$ cat config.mk
export PLATFORM = sky130hd
export DESIGN_NAME = tct_timer_regs
export DESIGN_NICKNAME = d
export VERILOG_FILES = /design/src/logic/tct_pkg.sv /design/src/logic/tct_timer_regs.sv
export SDC_FILE = /design/constraint.sdc
export NUM_CORES = 1
export LEC_CHECK = 0
export BUFFER_PORTS_ARGS = -buffer_cell sky130_fd_sc_hd__buf_2
export CAP_MARGIN = 20
export CORE_MARGIN = 1.5
export CORE_UTILIZATION = 44
export CTS_CLUSTER_DIAMETER = 200
export DETAILED_ROUTE_END_ITERATION = 12
export PLACE_DENSITY_LB_ADDON = 0.08
export RECOVER_POWER = 25
export SETUP_SLACK_MARGIN = 0.15
export SYNTH_ARGS = -nofsm -noshare
export SYNTH_HDL_FRONTEND = slang
export SYNTH_SLANG_ARGS = --single-unit
$ cat constraint.sdc
create_clock -name i_clk -period 29.6 [get_ports i_clk]
set_clock_uncertainty 0.05 [all_clocks]
set_input_delay 1.48 -clock i_clk [delete_from_list [all_inputs] [get_ports i_clk]]
set_output_delay 1.48 -clock i_clk [all_outputs]
set_load 0.02 [all_outputs]
$ cat src/logic/tct_pkg.sv
`default_nettype none
package tct_pkg;

  ////////////////////////////////////////////////////////////////////////////////
  // Register byte offsets.
  localparam logic [7:0] OFS_TAP1 = 8'h34;
  localparam logic [7:0] OFS_CLOCK = 8'h40;
  localparam logic [7:0] OFS_TUNER = 8'h44;
  localparam logic [7:0] OFS_EV_SET = 8'h48;
  localparam logic [7:0] OFS_EV_CLR = 8'h4c;
  localparam logic [7:0] OFS_EV_STATE = 8'h50;
  localparam logic [7:0] OFS_CALENDAR = 8'h54;
  localparam logic [7:0] OFS_PARAMS = 8'hf0;
  localparam logic [7:0] OFS_REVISION = 8'hfc;

  ////////////////////////////////////////////////////////////////////////////////
  // Field positions and widths.
  localparam int TAP_W = 5;
  localparam int CLK_EN_BIT = 0;
  localparam int SRC_LSB = 8;
  localparam int SRC_W = 3;
  localparam int EXP_LSB = 0;
  localparam int EXP_W = 5;
  localparam int ADD_BIT = 5;
  localparam int MAG_LSB = 8;
  localparam int MAG_W = 8;
  localparam int EV_OVF_BIT = 0;
  localparam int EV_ALARM_BIT = 8;
  localparam int EV_PER_BIT = 16;
  localparam int TUNE_CNT_W = 40;

  // Calendar field layout.
  localparam int SEC_LSB = 0;
  localparam int MIN_LSB = 6;
  localparam int HOUR_LSB = 12;
  localparam int DAY_LSB = 17;
  localparam int MON_LSB = 22;
  localparam int YEAR_LSB = 26;
  localparam logic [5:0] SEC_MAX = 6'h3b;
  localparam logic [5:0] MIN_MAX = 6'h3b;
  localparam logic [4:0] HOUR_MAX = 5'h17;
  localparam logic [4:0] DAY_MIN = 5'h01;
  localparam logic [3:0] MON_MIN = 4'h1;
  localparam logic [3:0] MON_MAX = 4'hc;

  // Mask of implemented event bits.
  localparam logic [31:0] EV_MASK_BITS = 32'h00010101;

  ////////////////////////////////////////////////////////////////////////////////
  // Build configuration; the parameter register is assembled from these.
  localparam logic TAP0_WRITABLE = 1'b1;
  localparam logic TAP1_WRITABLE = 1'b0;
  localparam logic [4:0] TAP0_FIXED = 5'h00;
  localparam logic [4:0] TAP1_FIXED = 5'h00;
  localparam logic EXP_WRITABLE = 1'b1;
  localparam logic [4:0] EXP_FIXED = 5'h00;
  localparam logic PERIODIC_COUNT_CODE = 1'b0;
  localparam logic [1:0] ALARM_COUNT_CODE = 2'h1;
  localparam logic TUNER_PRESENT = 1'b1;
  // Revision value is arbitrary.
  localparam logic [31:0] REVISION_VALUE = 32'h00000100;

  // Prescaler source codes.
  typedef enum logic [2:0] {
    SRC_RC_SYS = 3'h0,
    SRC_OSC_32K = 3'h1,
    SRC_BUS_CLK = 3'h2,
    SRC_GENERIC = 3'h3,
    SRC_ONE_KHZ = 3'h4
  } tct_src_t;

  // Raw event inputs from the counter core.
  typedef struct packed {
    logic counter_overflow;
    logic alarm_match_0;
  } tct_core_ev_t;

  // Event outputs toward the event system.
  typedef struct packed {
    logic counter_overflow;
    logic alarm_match_0;
    logic periodic_0;
  } tct_event_t;

endpackage : tct_pkg
`default_nettype wire

$ cat src/logic/tct_timer_regs.sv
// Implementation choice: the plain strobed port.
`timescale 1ns/1ns
`default_nettype none
// What this block does
// - Pulse periodic flag 0 when prescaler bit picked by tap 0 rises.
// - Pulse periodic flag 1 when prescaler bit picked by tap 1 rises.
// - While busy, tap, tuner, event and calendar writes drop and reads give zero.
// - Source codes 0..4 pick RC, 32k, bus clock, generic, 1 kHz tick.
// - Clock enable zero stops the prescaler; one lets it run.
// - Tuner magnitude zero leaves the rate alone; 1..255 corrects it.
// - Direction zero drops one tick in every N plus one.
// - Direction one adds one count in every N minus one ticks.
// - Writing one to event-set bit sets that mask bit; zero does nothing.
// - Writing one to event-clear bit clears that mask bit; zero does nothing.
// - Mask bits at 0, 8, 16 gate overflow, alarm and periodic events.
// - Leap year exactly when the two low year bits are zero.
// - Day counts from one; month runs one to twelve.
// - Hour holds 0 to 23 only.
// - Minute and second hold 0 to 59 only.
// - Fixed taps are reported and ignore writes.
// - Fixed tuner exponent is reported and ignores writes.
// - Parameter register reports periodic comparator count code.
// - Parameter register reports alarm comparator count code.
// - Parameter register reports tuner presence.
// - Instance has one alarm, one periodic comparator, and the tuner.

module tct_timer_regs (
  input wire logic i_clk,
  input wire logic i_rst_n,
  input wire logic [7:0] i_addr,
  input wire logic [31:0] i_wdata,
  input wire logic i_wr,
  input wire logic i_rd,
  output logic [31:0] o_rdata,
  input wire logic i_busy,
  input wire logic [4:0] i_tap0_select,
  input wire logic i_tick_rc_sys,
  input wire logic i_tick_osc_32k,
  input wire logic i_tick_generic,
  input wire logic i_tick_one_khz,
  input wire tct_pkg::tct_core_ev_t i_core_ev,
  output tct_pkg::tct_event_t o_event,
  output logic o_periodic_flag_0,
  output logic o_periodic_flag_1,
  output logic [31:0] o_prescaler,
  output logic [31:0] o_calendar,
  output logic o_leap_year
);

  ////////////////////////////////////////////////////////////////////////////////
  // The whole block state in one record. Keeping every flop in one struct
  // means the reset branch clears all of it with one constant, so nothing
  // can be left out of reset by accident.
  // The read data word lives here too, so the answer comes from a flop and
  // not from a mux hanging off the address pins.
  typedef struct packed {
    logic [31:0] presc;
    logic [tct_pkg::TUNE_CNT_W-1:0] tune_cnt;
    logic [4:0] tap1;
    logic [2:0] src;
    logic clk_en;
    logic [7:0] mag;
    logic add;
    logic [4:0] expo;
    logic [31:0] ev_mask;
    logic [31:0] cal;
    logic [31:0] rdata;
    logic tap0_prev;
    logic tap1_prev;
    logic periodic_flag_0;
    logic periodic_flag_1;
    tct_pkg::tct_event_t ev;
  } tct_state_t;

  tct_state_t state_reg;
  tct_state_t state_next;

  ////////////////////////////////////////////////////////////////////////////////
  // Helpers.
  // Arithmetic and range checks are kept out of the main next-state process.

  // Tuner period N = ceil(256 / magnitude) * 2^exponent.
  // The ceiling is taken as (256 + magnitude - 1) / magnitude, which fits
  // in nine bits for every magnitude from 1 to 255.
  // The result is forty bits wide so that the largest quotient shifted by
  // the largest exponent still fits without wrapping.
  function automatic logic [tct_pkg::TUNE_CNT_W-1:0] tct_period(input logic [7:0] mag,
                                                                input logic [4:0] expo);
    logic [8:0] num;
    logic [8:0] q;
    num = 9'h100 + {1'b0, mag} - 9'h001;
    q = (mag == 8'h00) ? 9'h000 : num / {1'b0, mag};
    return {{(tct_pkg::TUNE_CNT_W - 9){1'b0}}, q} << expo;
  endfunction

  // A calendar word is legal only if every field sits in its range.
  // The year has no range of its own, and the day is not held against the
  // length of the month: that belongs to the rollover logic.
  function automatic logic tct_cal_ok(input logic [31:0] w);
    logic [5:0] sec;
    logic [5:0] min;
    logic [4:0] hour;
    logic [4:0] day;
    logic [3:0] mon;
    sec = w[tct_pkg::SEC_LSB +: 6];
    min = w[tct_pkg::MIN_LSB +: 6];
    hour = w[tct_pkg::HOUR_LSB +: 5];
    day = w[tct_pkg::DAY_LSB +: 5];
    mon = w[tct_pkg::MON_LSB +: 4];
    return (sec <= tct_pkg::SEC_MAX) && (min <= tct_pkg::MIN_MAX) &&
           (hour <= tct_pkg::HOUR_MAX) && (day >= tct_pkg::DAY_MIN) &&
           (mon >= tct_pkg::MON_MIN) && (mon <= tct_pkg::MON_MAX);
  endfunction

  ////////////////////////////////////////////////////////////////////////////////
  // Combinational views of the configuration.
  // These are plain wires; none of them holds state.

  logic src_tick;
  logic presc_tick;
  logic [4:0] tap0_eff;
  logic [4:0] tap1_eff;
  logic [tct_pkg::TUNE_CNT_W-1:0] tune_n;
  logic [31:0] param_word;

  // Prescaler source mux; an unused code gives no ticks at all.
  // The bus clock source needs no tick input, since this block already
  // runs on the bus clock; every cycle counts.
  // Codes five to seven act as a stopped clock rather than being aliased
  // onto a real source, so a bad write can never speed the count up.
  always_comb
  begin
    case (state_reg.src)
      tct_pkg::SRC_RC_SYS: src_tick = i_tick_rc_sys;
      tct_pkg::SRC_OSC_32K: src_tick = i_tick_osc_32k;
      tct_pkg::SRC_BUS_CLK: src_tick = 1'b1;
      tct_pkg::SRC_GENERIC: src_tick = i_tick_generic;
      tct_pkg::SRC_ONE_KHZ: src_tick = i_tick_one_khz;
      default: src_tick = 1'b0;
    endcase
  end

  // The enable gates the selected source before anything counts.
  // Switching source with the enable high may shorten one tick, so
  // software is expected to stop the clock first.
  assign presc_tick = src_tick & state_reg.clk_en;

  // A non-writable tap follows its fixed value, not the stored field.
  assign tap0_eff = tct_pkg::TAP0_WRITABLE ? i_tap0_select : tct_pkg::TAP0_FIXED;
  assign tap1_eff = tct_pkg::TAP1_WRITABLE ? state_reg.tap1 : tct_pkg::TAP1_FIXED;

  // The tuner period follows the stored fields every cycle; it only
  // matters in a cycle with a pending tick.
  assign tune_n = tct_period(state_reg.mag, state_reg.expo);

  // Parameter word built from the instance configuration.
  // It is pure wiring of constants, so it reads the same during busy and
  // needs no reset.
  always_comb
  begin
    param_word = 32'h00000000;
    param_word[0] = tct_pkg::TUNER_PRESENT;
    param_word[1] = tct_pkg::EXP_WRITABLE;
    param_word[6:2] = tct_pkg::EXP_FIXED;
    param_word[9:8] = tct_pkg::ALARM_COUNT_CODE;
    param_word[12] = tct_pkg::PERIODIC_COUNT_CODE;
    param_word[14] = tct_pkg::TAP0_WRITABLE;
    param_word[15] = tct_pkg::TAP1_WRITABLE;
    param_word[20:16] = tct_pkg::TAP0_FIXED;
    param_word[28:24] = tct_pkg::TAP1_FIXED;
  end

  ////////////////////////////////////////////////////////////////////////////////
  // Next-state logic.
  // One process computes every next value; fields that nothing touches in a
  // cycle keep their value through the copy on its first lines.
  always_comb
  begin
    logic tap0_now;
    logic tap1_now;
    logic [31:0] rd;
    tap0_now = 1'b0;
    tap1_now = 1'b0;
    rd = 32'h00000000;
    state_next = state_reg;

    // Prescaler with digital tuning. Dropping or doubling single counts keeps
    // the long-run rate exact without a fractional accumulator.
    // The phase counter restarts whenever the tuner register is written, so
    // a new setting takes effect from a known phase.
    if (presc_tick)
    begin
      if (state_reg.mag == 8'h00)
      begin
        state_next.presc = state_reg.presc + 32'h00000001;
        state_next.tune_cnt = '0;
      end
      else if (!state_reg.add)
      begin
        // One tick in every N + 1 is swallowed.
        if (state_reg.tune_cnt >= tune_n)
        begin
          state_next.tune_cnt = '0;
        end
        else
        begin
          state_next.tune_cnt = state_reg.tune_cnt + 1'b1;
          state_next.presc = state_reg.presc + 32'h00000001;
        end
      end
      else
      begin
        // Every N - 1 ticks one extra count is inserted.
        if (state_reg.tune_cnt >= tune_n - 2'd2)
        begin
          state_next.tune_cnt = '0;
          state_next.presc = state_reg.presc + 32'h00000002;
        end
        else
        begin
          state_next.tune_cnt = state_reg.tune_cnt + 1'b1;
          state_next.presc = state_reg.presc + 32'h00000001;
        end
      end
    end

    // Periodic taps: edge is taken from the committed prescaler value.
    // Taking the edge from the registered count costs one cycle of latency
    // but keeps the flag off the same-cycle write path.
    // A tap moved by software can raise one extra flag on the move.
    tap0_now = state_reg.presc[tap0_eff];
    tap1_now = state_reg.presc[tap1_eff];
    state_next.tap0_prev = tap0_now;
    state_next.tap1_prev = tap1_now;
    state_next.periodic_flag_0 = tap0_now & ~state_reg.tap0_prev;
    state_next.periodic_flag_1 = tap1_now & ~state_reg.tap1_prev;

    // Events toward the event system, each gated by its mask bit.
    // The mask is applied at the source, so a disabled event never leaves
    // the block, not even for one cycle.
    state_next.ev.counter_overflow =
      i_core_ev.counter_overflow & state_reg.ev_mask[tct_pkg::EV_OVF_BIT];
    state_next.ev.alarm_match_0 =
      i_core_ev.alarm_match_0 & state_reg.ev_mask[tct_pkg::EV_ALARM_BIT];
    state_next.ev.periodic_0 =
      state_next.periodic_flag_0 & state_reg.ev_mask[tct_pkg::EV_PER_BIT];

    // Register writes. Writes during busy are dropped so that a half-synced
    // value never reaches the slow domain.
    // Each register is decoded once here; reserved bits of a written word
    // are simply never copied into state.
    if (i_wr && !i_busy)
    begin
      case (i_addr)
        tct_pkg::OFS_TAP1:
        begin
          if (tct_pkg::TAP1_WRITABLE)
          begin
            state_next.tap1 = i_wdata[tct_pkg::TAP_W-1:0];
          end
        end
        tct_pkg::OFS_CLOCK:
        begin
          state_next.clk_en = i_wdata[tct_pkg::CLK_EN_BIT];
          state_next.src = i_wdata[tct_pkg::SRC_LSB +: tct_pkg::SRC_W];
        end
        tct_pkg::OFS_TUNER:
        begin
          state_next.mag = i_wdata[tct_pkg::MAG_LSB +: tct_pkg::MAG_W];
          state_next.add = i_wdata[tct_pkg::ADD_BIT];
          if (tct_pkg::EXP_WRITABLE)
          begin
            state_next.expo = i_wdata[tct_pkg::EXP_LSB +: tct_pkg::EXP_W];
          end
          // Restart the tuner phase so the new period starts cleanly.
          state_next.tune_cnt = '0;
        end
        tct_pkg::OFS_EV_SET:
        begin
          state_next.ev_mask = state_reg.ev_mask |
                               (i_wdata & tct_pkg::EV_MASK_BITS);
        end
        tct_pkg::OFS_EV_CLR:
        begin
          state_next.ev_mask = state_reg.ev_mask &
                               ~(i_wdata & tct_pkg::EV_MASK_BITS);
        end
        tct_pkg::OFS_CALENDAR:
        begin
          // An out-of-range field would corrupt the rollover, so the whole
          // word is refused rather than stored partly.
          if (tct_cal_ok(i_wdata))
          begin
            state_next.cal = i_wdata;
          end
        end
        default:
        begin
          // Unmapped and read-only offsets ignore the write.
        end
      endcase
    end

    // Register reads, answered in the following cycle.
    // Read data fall back to zero after the answer cycle, so a bus that ORs
    // several slaves together sees only the addressed one.
    if (i_rd)
    begin
      case (i_addr)
        // A fixed tap reads back its fixed value, never the written one.
        tct_pkg::OFS_TAP1: rd = {27'h0, tap1_eff};
        tct_pkg::OFS_CLOCK:
        begin
          rd[tct_pkg::CLK_EN_BIT] = state_reg.clk_en;
          rd[tct_pkg::SRC_LSB +: tct_pkg::SRC_W] = state_reg.src;
        end
        tct_pkg::OFS_TUNER:
        begin
          rd[tct_pkg::MAG_LSB +: tct_pkg::MAG_W] = state_reg.mag;
          rd[tct_pkg::ADD_BIT] = state_reg.add;
          rd[tct_pkg::EXP_LSB +: tct_pkg::EXP_W] =
            tct_pkg::EXP_WRITABLE ? state_reg.expo : tct_pkg::EXP_FIXED;
        end
        tct_pkg::OFS_EV_STATE: rd = state_reg.ev_mask;
        tct_pkg::OFS_CALENDAR: rd = state_reg.cal;
        tct_pkg::OFS_PARAMS: rd = param_word;
        tct_pkg::OFS_REVISION: rd = tct_pkg::REVISION_VALUE;
        default: rd = 32'h00000000;
      endcase
      // Busy hides everything except the two identity registers.
      // Those two are constants, so showing them during busy loses nothing.
      if (i_busy && (i_addr != tct_pkg::OFS_PARAMS) &&
          (i_addr != tct_pkg::OFS_REVISION))
      begin
        rd = 32'h00000000;
      end
    end
    state_next.rdata = rd;
  end

  ////////////////////////////////////////////////////////////////////////////////
  // State register.
  // Reset loads constants only: the whole record goes to zero.
  always_ff @(posedge i_clk or negedge i_rst_n)
  begin
    if (!i_rst_n)
    begin
      state_reg <= '0;
    end
    else
    begin
      state_reg <= state_next;
    end
  end

  ////////////////////////////////////////////////////////////////////////////////
  // Outputs, straight from the state register except the leap year flag.
  // Only the leap year flag is combinational, a compare on the two low year
  // bits of the calendar flops.
  assign o_rdata = state_reg.rdata;
  assign o_event = state_reg.ev;
  assign o_periodic_flag_0 = state_reg.periodic_flag_0;
  assign o_periodic_flag_1 = state_reg.periodic_flag_1;
  assign o_prescaler = state_reg.presc;
  assign o_calendar = state_reg.cal;
  // Leap year test looks only at the two low year bits.
  // It is only right when the year field counts from a leap year base;
  // choosing that base is left to software.
  assign o_leap_year = (state_reg.cal[tct_pkg::YEAR_LSB +: 2] == 2'h0);

endmodule // tct_timer_regs
`default_nettype wire

==> metrics.txt, run 1 <==
path class of the lowest-slack min-delay path=reg -> reg; share of layout cells above drive strength 1=between 15 and 20%; htree depth=4; clock latency at the later pin of the worst-skew pair=0.44 ns; wire per inst=between 15 and 20 um; fin area=between 15000 and 20000 um2; initial core utilization=approximately 45%; HP Start=state_reg[5]; slowest stage delay, CP=roughly 0.7 ns; Area growth, synth to finish=7.39%; Die Wd=between 150 and 200 um; Switch Pwr=231 uW; largest net degree at the start of global routing=93; leakage power figure=about 0.0074 uW; count of unique library cells instantiated by Yosys=91; outcome=finished with violations; post-route fraction of the period consumed by the critical path=approximately 67%; Resize count post-CTS=0; number of setup buffers added after CTS=0; placer's final routability congestion estimate=0.934; register cell area after layout=just over 4000 um2; share of synthesized flip-flops with an asynchronous set or reset=100%; maximum resistive drop on vdd=between 0.04 and 0.05 mV; number of flops mapped to enable cells by yosys=0; Critical Path Start=state_reg[110]; CP most frequent cell=sky130_fd_sc_hd__ha_1; remaining global-route overflow=0; vias in the first global route=between 10000 and 15000; number of I/O port buffers=around 160; register clock-pin slew on the reported worst setup and hold paths=0.07 ns; Warnings, synthesis=0; synthesized instance count=around 1600; floorplan die height=183 um; cell taking the most area after synthesis=sky130_fd_sc_hd__dfrtp_1; sequential share of power=34.0%; commonest cells in the synthesized netlist=sky130_fd_sc_hd__dfrtp_1, sky130_fd_sc_hd__nor2_1, sky130_fd_sc_hd__ha_1; worst relative slew slack=-245%; clock tree from TritonCTS=built; type of origin of the critical path=register; reported max-cap violation count=1; Antenna diodes=0; Post-route DRC=0; post-route antenna net violation count=0; max reg flops=60; antenna violations before repair=0; number of primary I/O pins=~160; Vias/cell=between 5 and 6; 1st-pass router iterations=7; Post-Synthesis Cell Area=14300 um2; number of failing hold endpoints at the final stage=0; standard cell with the maximum stage delay on the critical path=sky130_fd_sc_hd__or4_1; Internal Dissipation=approximately 460 uW; drt initial violations=around 910; switching share of total power=33.5%; synthesis-stage register bit count=between 150 and 200; number of clock sinks seen by CTS=roughly 160; average size of a mapped cell=between 8 and 9 um2; clock buffers created by TritonCTS=17; slew of the pin with the lowest slew margin=approximately 5.2 ns; total routing usage reported by global routing=roughly 25%; final setup violation count=0; sequential fraction of the synthesis area=~29%; unrepaired setup endpoints after global routing=false; Pwr per Cell Area=about 45 nW/um2; area of the die=33600 um2; total nets after synthesis=~1800; required arrival time at the worst endpoint=29.92 ns; Multi-input gate area=9060 um2; portion of total power attributed to the clock network=about a third; portion of total power attributed to combinational logic=a little under a third; worst path arrival time=about 20 ns; Post-Place Cell Area=roughly 15000 um2; max-slew violation total from the final report=93; sum of negative setup slack=0 ns; Hold Worst Slack=0.346 ns; top post-synthesis cells by area=sky130_fd_sc_hd__dfrtp_1, sky130_fd_sc_hd__ha_1, sky130_fd_sc_hd__buf_4; area share of the leading cell type in the synthesized netlist=around 29%; shortest clock period the worst path allows after layout=~20 ns; maximum operating frequency=around 51 MHz; placed wire-length estimate=~31000 um; path type of the worst setup path=reg -> reg; CTS root buf=sky130_fd_sc_hd__clkbuf_16; violated checks=capacitance limit, slew limit; global-route wire length before repair=~65000 um; Longest Clk Path Bufs=2; Post-CTS Hold Buffers=0; critical path capture point type=register; Rows=65; Total Wirelength=40800 um; maximum fanout along the worst path=28; worst reg2reg path startpoint=state_reg[110]; overall via count from detail_route=approximately 12000; placeable core region=31800 um2; Total Nets Final=roughly 1800; most used flip-flop cell after synthesis=sky130_fd_sc_hd__dfrtp_1; count of filler cells inserted in the layout=3102
-- cell families after synthesis --
| family | count (synthesis) | synth area share, % |
|---|---|---|
| and+or+nand+nor | 583 | 20.6 |
| AOI/OAI and AO/OA | 349 | 17.4 |
| buffers and inverters | 200 | 7.98 |
| DFF | 164 | 28.7 |
| adders and majority gates | 133 | 11.6 |
| xor gates and xnor gates | 125 | 7.65 |
| muxes | 68 | 6.09 |
-- cells in the final DEF (no fill, tap or decap), drive strengths merged, types with 23 or more instances in the layout --
cell type,synthesis,routed
a21o,43,43
buf,108,157
nor2,166,166
inv,41,44
ha,133,133
mux2,52,52
xor2,54,54
o21ai,60,60
xnor2,71,71
clkbuf,51,30
and3,23,23
and2,35,35
nand4,42,42
nor3,39,39
a21oi,72,72
nand2,126,126
nand3,41,41
dfrtp,164,164
o21a,30,30
-- critical path: cells and delay by family, from the launching register on --
| family | cells | cell delay, ns |
|---|---|---|
| AND/OR/NAND/NOR | 21 | 5.68 |
| XOR/XNOR | 1 | 0.19 |
| AO/OA/AOI/OAI | 30 | 6.74 |
| buffers and inverters | 5 | 1.46 |
| multiplexers | 4 | 1.60 |
| flip-flops | 1 | 0.52 |
| adder cells (fa/ha/maj) | 11 | 3.33 |
-- power by group through the flow --
stage | Sequential [uW] | Clock [uW] | Combinational [uW]
floorplan | 236 | 0 | 164
detailed placement | 239 | 0 | 213
CTS | 235 | 245 | 215
global route | 235 | 253 | 241
global placement | 239 | 0 | 213
finish | 235 | 239 | 216
-- metal layers --
metal	GRT usage (%)	wire length (um)
met5	0	0
met4	8.26	1020
met3	3.93	2120
met2	39.3	19000
met1	33.7	18600
-- through the flow --
| step | instances | utilization, % | power (uW) | setup slack, ns |
|---|---|---|---|---|
| final | 2099 | 48.3 | 689 | 9.86 |
| after global routing | 2099 | 48.3 | 730 | 8.45 |
| after CTS | 2099 | 48.4 | 695 | 9.95 |
| after detailed placement | 2068 | 46.4 | 452 | 10.04 |
| after global placement | 2068 | 46.4 | 452 | 10.43 |
| after floorplan | 1622 | - | 400 | 11.96 |
-- final timing paths --
path | endpoint | cells past startpoint | slack (ns)
worst max-delay path | state_reg[143] | 72 | 9.86
worst max register to register | state_reg[143] | 72 | 9.86
max in group asynchronous | state_reg[152] | 2 | 23.62
worst min-delay path | o_periodic_flag_1 | 1 | 0.35
worst min register to register | o_periodic_flag_1 | 1 | 0.35
min in group asynchronous | state_reg[131] | 1 | 2.87
-- cell type report --
cell class              count  share of cell area, %
multi-input cells        1258                   59.0
flip-flops and latches    164                   26.7
repair buffers            170                   5.64
well taps                 435                   3.54
clock buffers              17                   2.77
clock inverters            14                   1.32
inverters                  41                   1.00
No activity file was read; power rests on OpenSTA's default activity.
==> run 2, diff against run 1 <==
Clock period 29.6 ns to 19.4 ns, I/O delays scaled along.
==> run 2 against run 1 <==
The run still ends with capacitance limit, slew limit left. Critical endpoint unchanged. Clock power increased by 44%. Global-route usage increased by 0.24 points. Flip-flop and latch count unchanged. Worst hold slack got worse by 0.0074 ns. Sequential power increased by 52%. Sequential share of layout area decreased by 0.25 points. Register-to-register slack got worse by 8.6 ns. First-iteration DRC count decreased by 13%. Via count increased by 1.3%. Maximum frequency increased by 8.6%.
==> metrics.txt, run 2 (same netlist as run 1, synthesis figures left out) <==
Area growth, synth to finish=8.41% (was 7.39%); maximum fanout along the worst path=30 (was 28); drt initial violations=792 (was 914); path type of the worst setup path=reg -> reg (unchanged); placeable core region=31800 um2 (unchanged); largest net degree at the start of global routing=87 (was 93); Post-route DRC=0 (unchanged); total routing usage reported by global routing=24.8% (was 24.6%); end of the worst register-to-register path=state_reg[143] (unchanged); placed wire-length estimate=31400 um (was 31300 um); share of layout cells above drive strength 1=19.2% (was 17.4%); max-slew violation total from the final report=87 (was 93); number of failing hold endpoints at the final stage=0 (unchanged); reported max-cap violation count=1 (unchanged); shortest clock period the worst path allows after layout=18.17 ns (was 19.74 ns); clock tree from TritonCTS=built (unchanged); required arrival time at the worst endpoint=19.73 ns (was 29.92 ns); Final Util=48.8% (was 48.3%); instance count along the most critical hold path=1 (unchanged); max reg flops=60 (unchanged); standard cell with the maximum stage delay on the critical path=sky130_fd_sc_hd__or4_1 (unchanged); global-route wire length before repair=65500 um (was 64800 um); post-route antenna net violation count=0 (unchanged); HP Start=state_reg[5] (unchanged); wire per inst=19.7 um (was 19.4 um); Rows=65 (unchanged); placer's final routability congestion estimate=0.939 (was 0.934); portion of total power attributed to combinational logic=32.7% (was 31.4%); maximum resistive drop on vdd=0.0648 mV (was 0.0473 mV); clock latency at the later pin of the worst-skew pair=0.45 ns (was 0.44 ns); path class of the lowest-slack min-delay path=reg -> reg (unchanged); unrepaired setup endpoints after global routing=false (unchanged); number of clock sinks seen by CTS=164 (unchanged); worst path arrival time=18.50 ns (was 20.06 ns); htree depth=4 (unchanged); most frequent standard cell in the layout excluding fill and tap cells=sky130_fd_sc_hd__dfrtp_1; Total Nets Final=1855 (was 1841); largest delay contributor family on the critical path=compound AO/OA/AOI/OAI gates (unchanged); 1st-pass router iterations=6 (was 7); critical path capture point type=register (unchanged); antenna violations before repair=1 (was 0); Total Wirelength=41600 um (was 40800 um); violated checks=capacitance limit, slew limit (unchanged); leakage power figure=0.00749 uW (was 0.00740 uW); initial core utilization=45.0% (unchanged); number of I/O port buffers=157 (unchanged); vias in the first global route=11600 (was 11700); Internal Dissipation=671 uW (was 458 uW); Vias/cell=5.80 (was 5.77); remaining global-route overflow=0 (unchanged); CP most frequent cell=sky130_fd_sc_hd__ha_1 (unchanged); number of buffers and inverters on the critical path=6 (was 5); worst reg2reg path startpoint=state_reg[110] (unchanged); slowest stage delay, CP=0.70 ns (was 0.68 ns); slew of the pin with the lowest slew margin=4.86 ns (was 5.17 ns); portion of total power attributed to the clock network=33.0% (was 34.6%); type of origin of the critical path=register (unchanged); outcome=finished with violations (unchanged); switching share of total power=35.6% (was 33.5%); Switch Pwr=371 uW (was 231 uW); post-route fraction of the period consumed by the critical path=93.7% (was 66.7%); clock buffers created by TritonCTS=17 (unchanged); maximum operating frequency=55.0 MHz (was 50.7 MHz); Multi-input gate area=9120 um2 (was 9060 um2); Post-CTS Hold Buffers=0 (unchanged); floorplan die height=183 um (unchanged); Reg2Reg Setup Slack=1.23 ns (was 9.86 ns); cell depth of the worst flop-to-flop path=73 (was 72); sum of negative setup slack=0 ns (unchanged); Pwr per Cell Area=67.2 nW/um2 (was 44.9 nW/um2); worst relative slew slack=-224% (was -245%); area of the die=33600 um2 (unchanged); Longest Clk Path Bufs=2 (unchanged); CTS root buf=sky130_fd_sc_hd__clkbuf_16 (unchanged); Die Wd=183 um (unchanged); number of primary I/O pins=158 (unchanged); register clock-pin slew on the reported worst setup and hold paths=0.08 ns (was 0.07 ns); WHS Endpoint=o_periodic_flag_1 (unchanged); count of filler cells inserted in the layout=3149 (was 3102); overall via count from detail_route=12300 (was 12100); sequential share of power=34.3% (was 34.0%); final setup violation count=0 (unchanged); register cell area after layout=4100 um2 (unchanged); highest-count cells in the layout ignoring fill and taps=sky130_fd_sc_hd__dfrtp_1, sky130_fd_sc_hd__nor2_1, sky130_fd_sc_hd__buf_2 (was sky130_fd_sc_hd__nor2_1, sky130_fd_sc_hd__dfrtp_1, sky130_fd_sc_hd__buf_2)
[run 2: cell count changes in the layout (fill, tap and decap cells not counted), sizes merged]
| cell | change |
|---|---|
| diode | +1 |
| clkinv | +2 |
| inv | +1 |
| clkbuf | -6 |
| buf | +21 |
| bufinv | -3 |
[run 2: metal layers]
metal  part of all wire, %  vias up  track usage, %
met1                    47     5955            34.4
met2                    46      364            39.4
met4                   2.5        0            8.79
met5                     0        -               0
met3                   4.5       60            3.53
li1                      -     5878               -
[run 2: how the worst max path moves through the flow]
stage,startpoint,end,slack (ns),cells after the start
final,state_reg[110],state_reg[143],1.23,73
after detailed placement,state_reg[110],o_prescaler[20],0.53,70
after global routing,state_reg[110],state_reg[154],0.12,74
after floorplan,state_reg[110],o_prescaler[20],1.76,77
after global placement,state_reg[110],o_prescaler[13],0.83,70
after CTS,state_reg[110],o_prescaler[20],0.43,70
[run 2: repair_timing]
| action | in CTS | in global routing |
|---|---|---|
| buffers inserted | 0 | 5 |
| gates resized for setup | 0 | 14 |
| endpoints found under the setup margin | 0 | 72 |
[run 2: final cells by class]
class / instances / share of cell area, %
clock inverters: 14 / 0.936
clock buffers: 18 / 2.83
multi-input cells: 1258 / 58.8
repair buffers: 184 / 6.46
flip-flops and latches: 164 / 26.5
well taps: 435 / 3.51
diodes: 1 / 0.0161
inverters: 41 / 0.992
[run 2: through the flow]
step	setup slack, ns	hold WS [ns]	cell area (um2)	cells	total power, uW
6_report	1.23	0.339	15500	2115	1040
5_1_grt	0.115	0.353	15500	2115	1100
4_1_cts	0.428	0.336	15400	2108	1040
3_5_place_dp	0.529	0.334	14800	2076	693
3_3_place_gp	0.833	0.340	14800	2075	692
2_1_floorplan	1.76	0.328	14300	1622	610
[run 2: power by group through the flow]
| stage | combinational [uW] | sequential [uW] | clock (uW) |
|---|---|---|---|
| after floorplan | 250 | 360 | 0 |
| after global placement | 329 | 364 | 0 |
| after detailed placement | 329 | 364 | 0 |
| after CTS | 332 | 357 | 353 |
| after global routing | 377 | 359 | 364 |
| final | 340 | 357 | 344 |
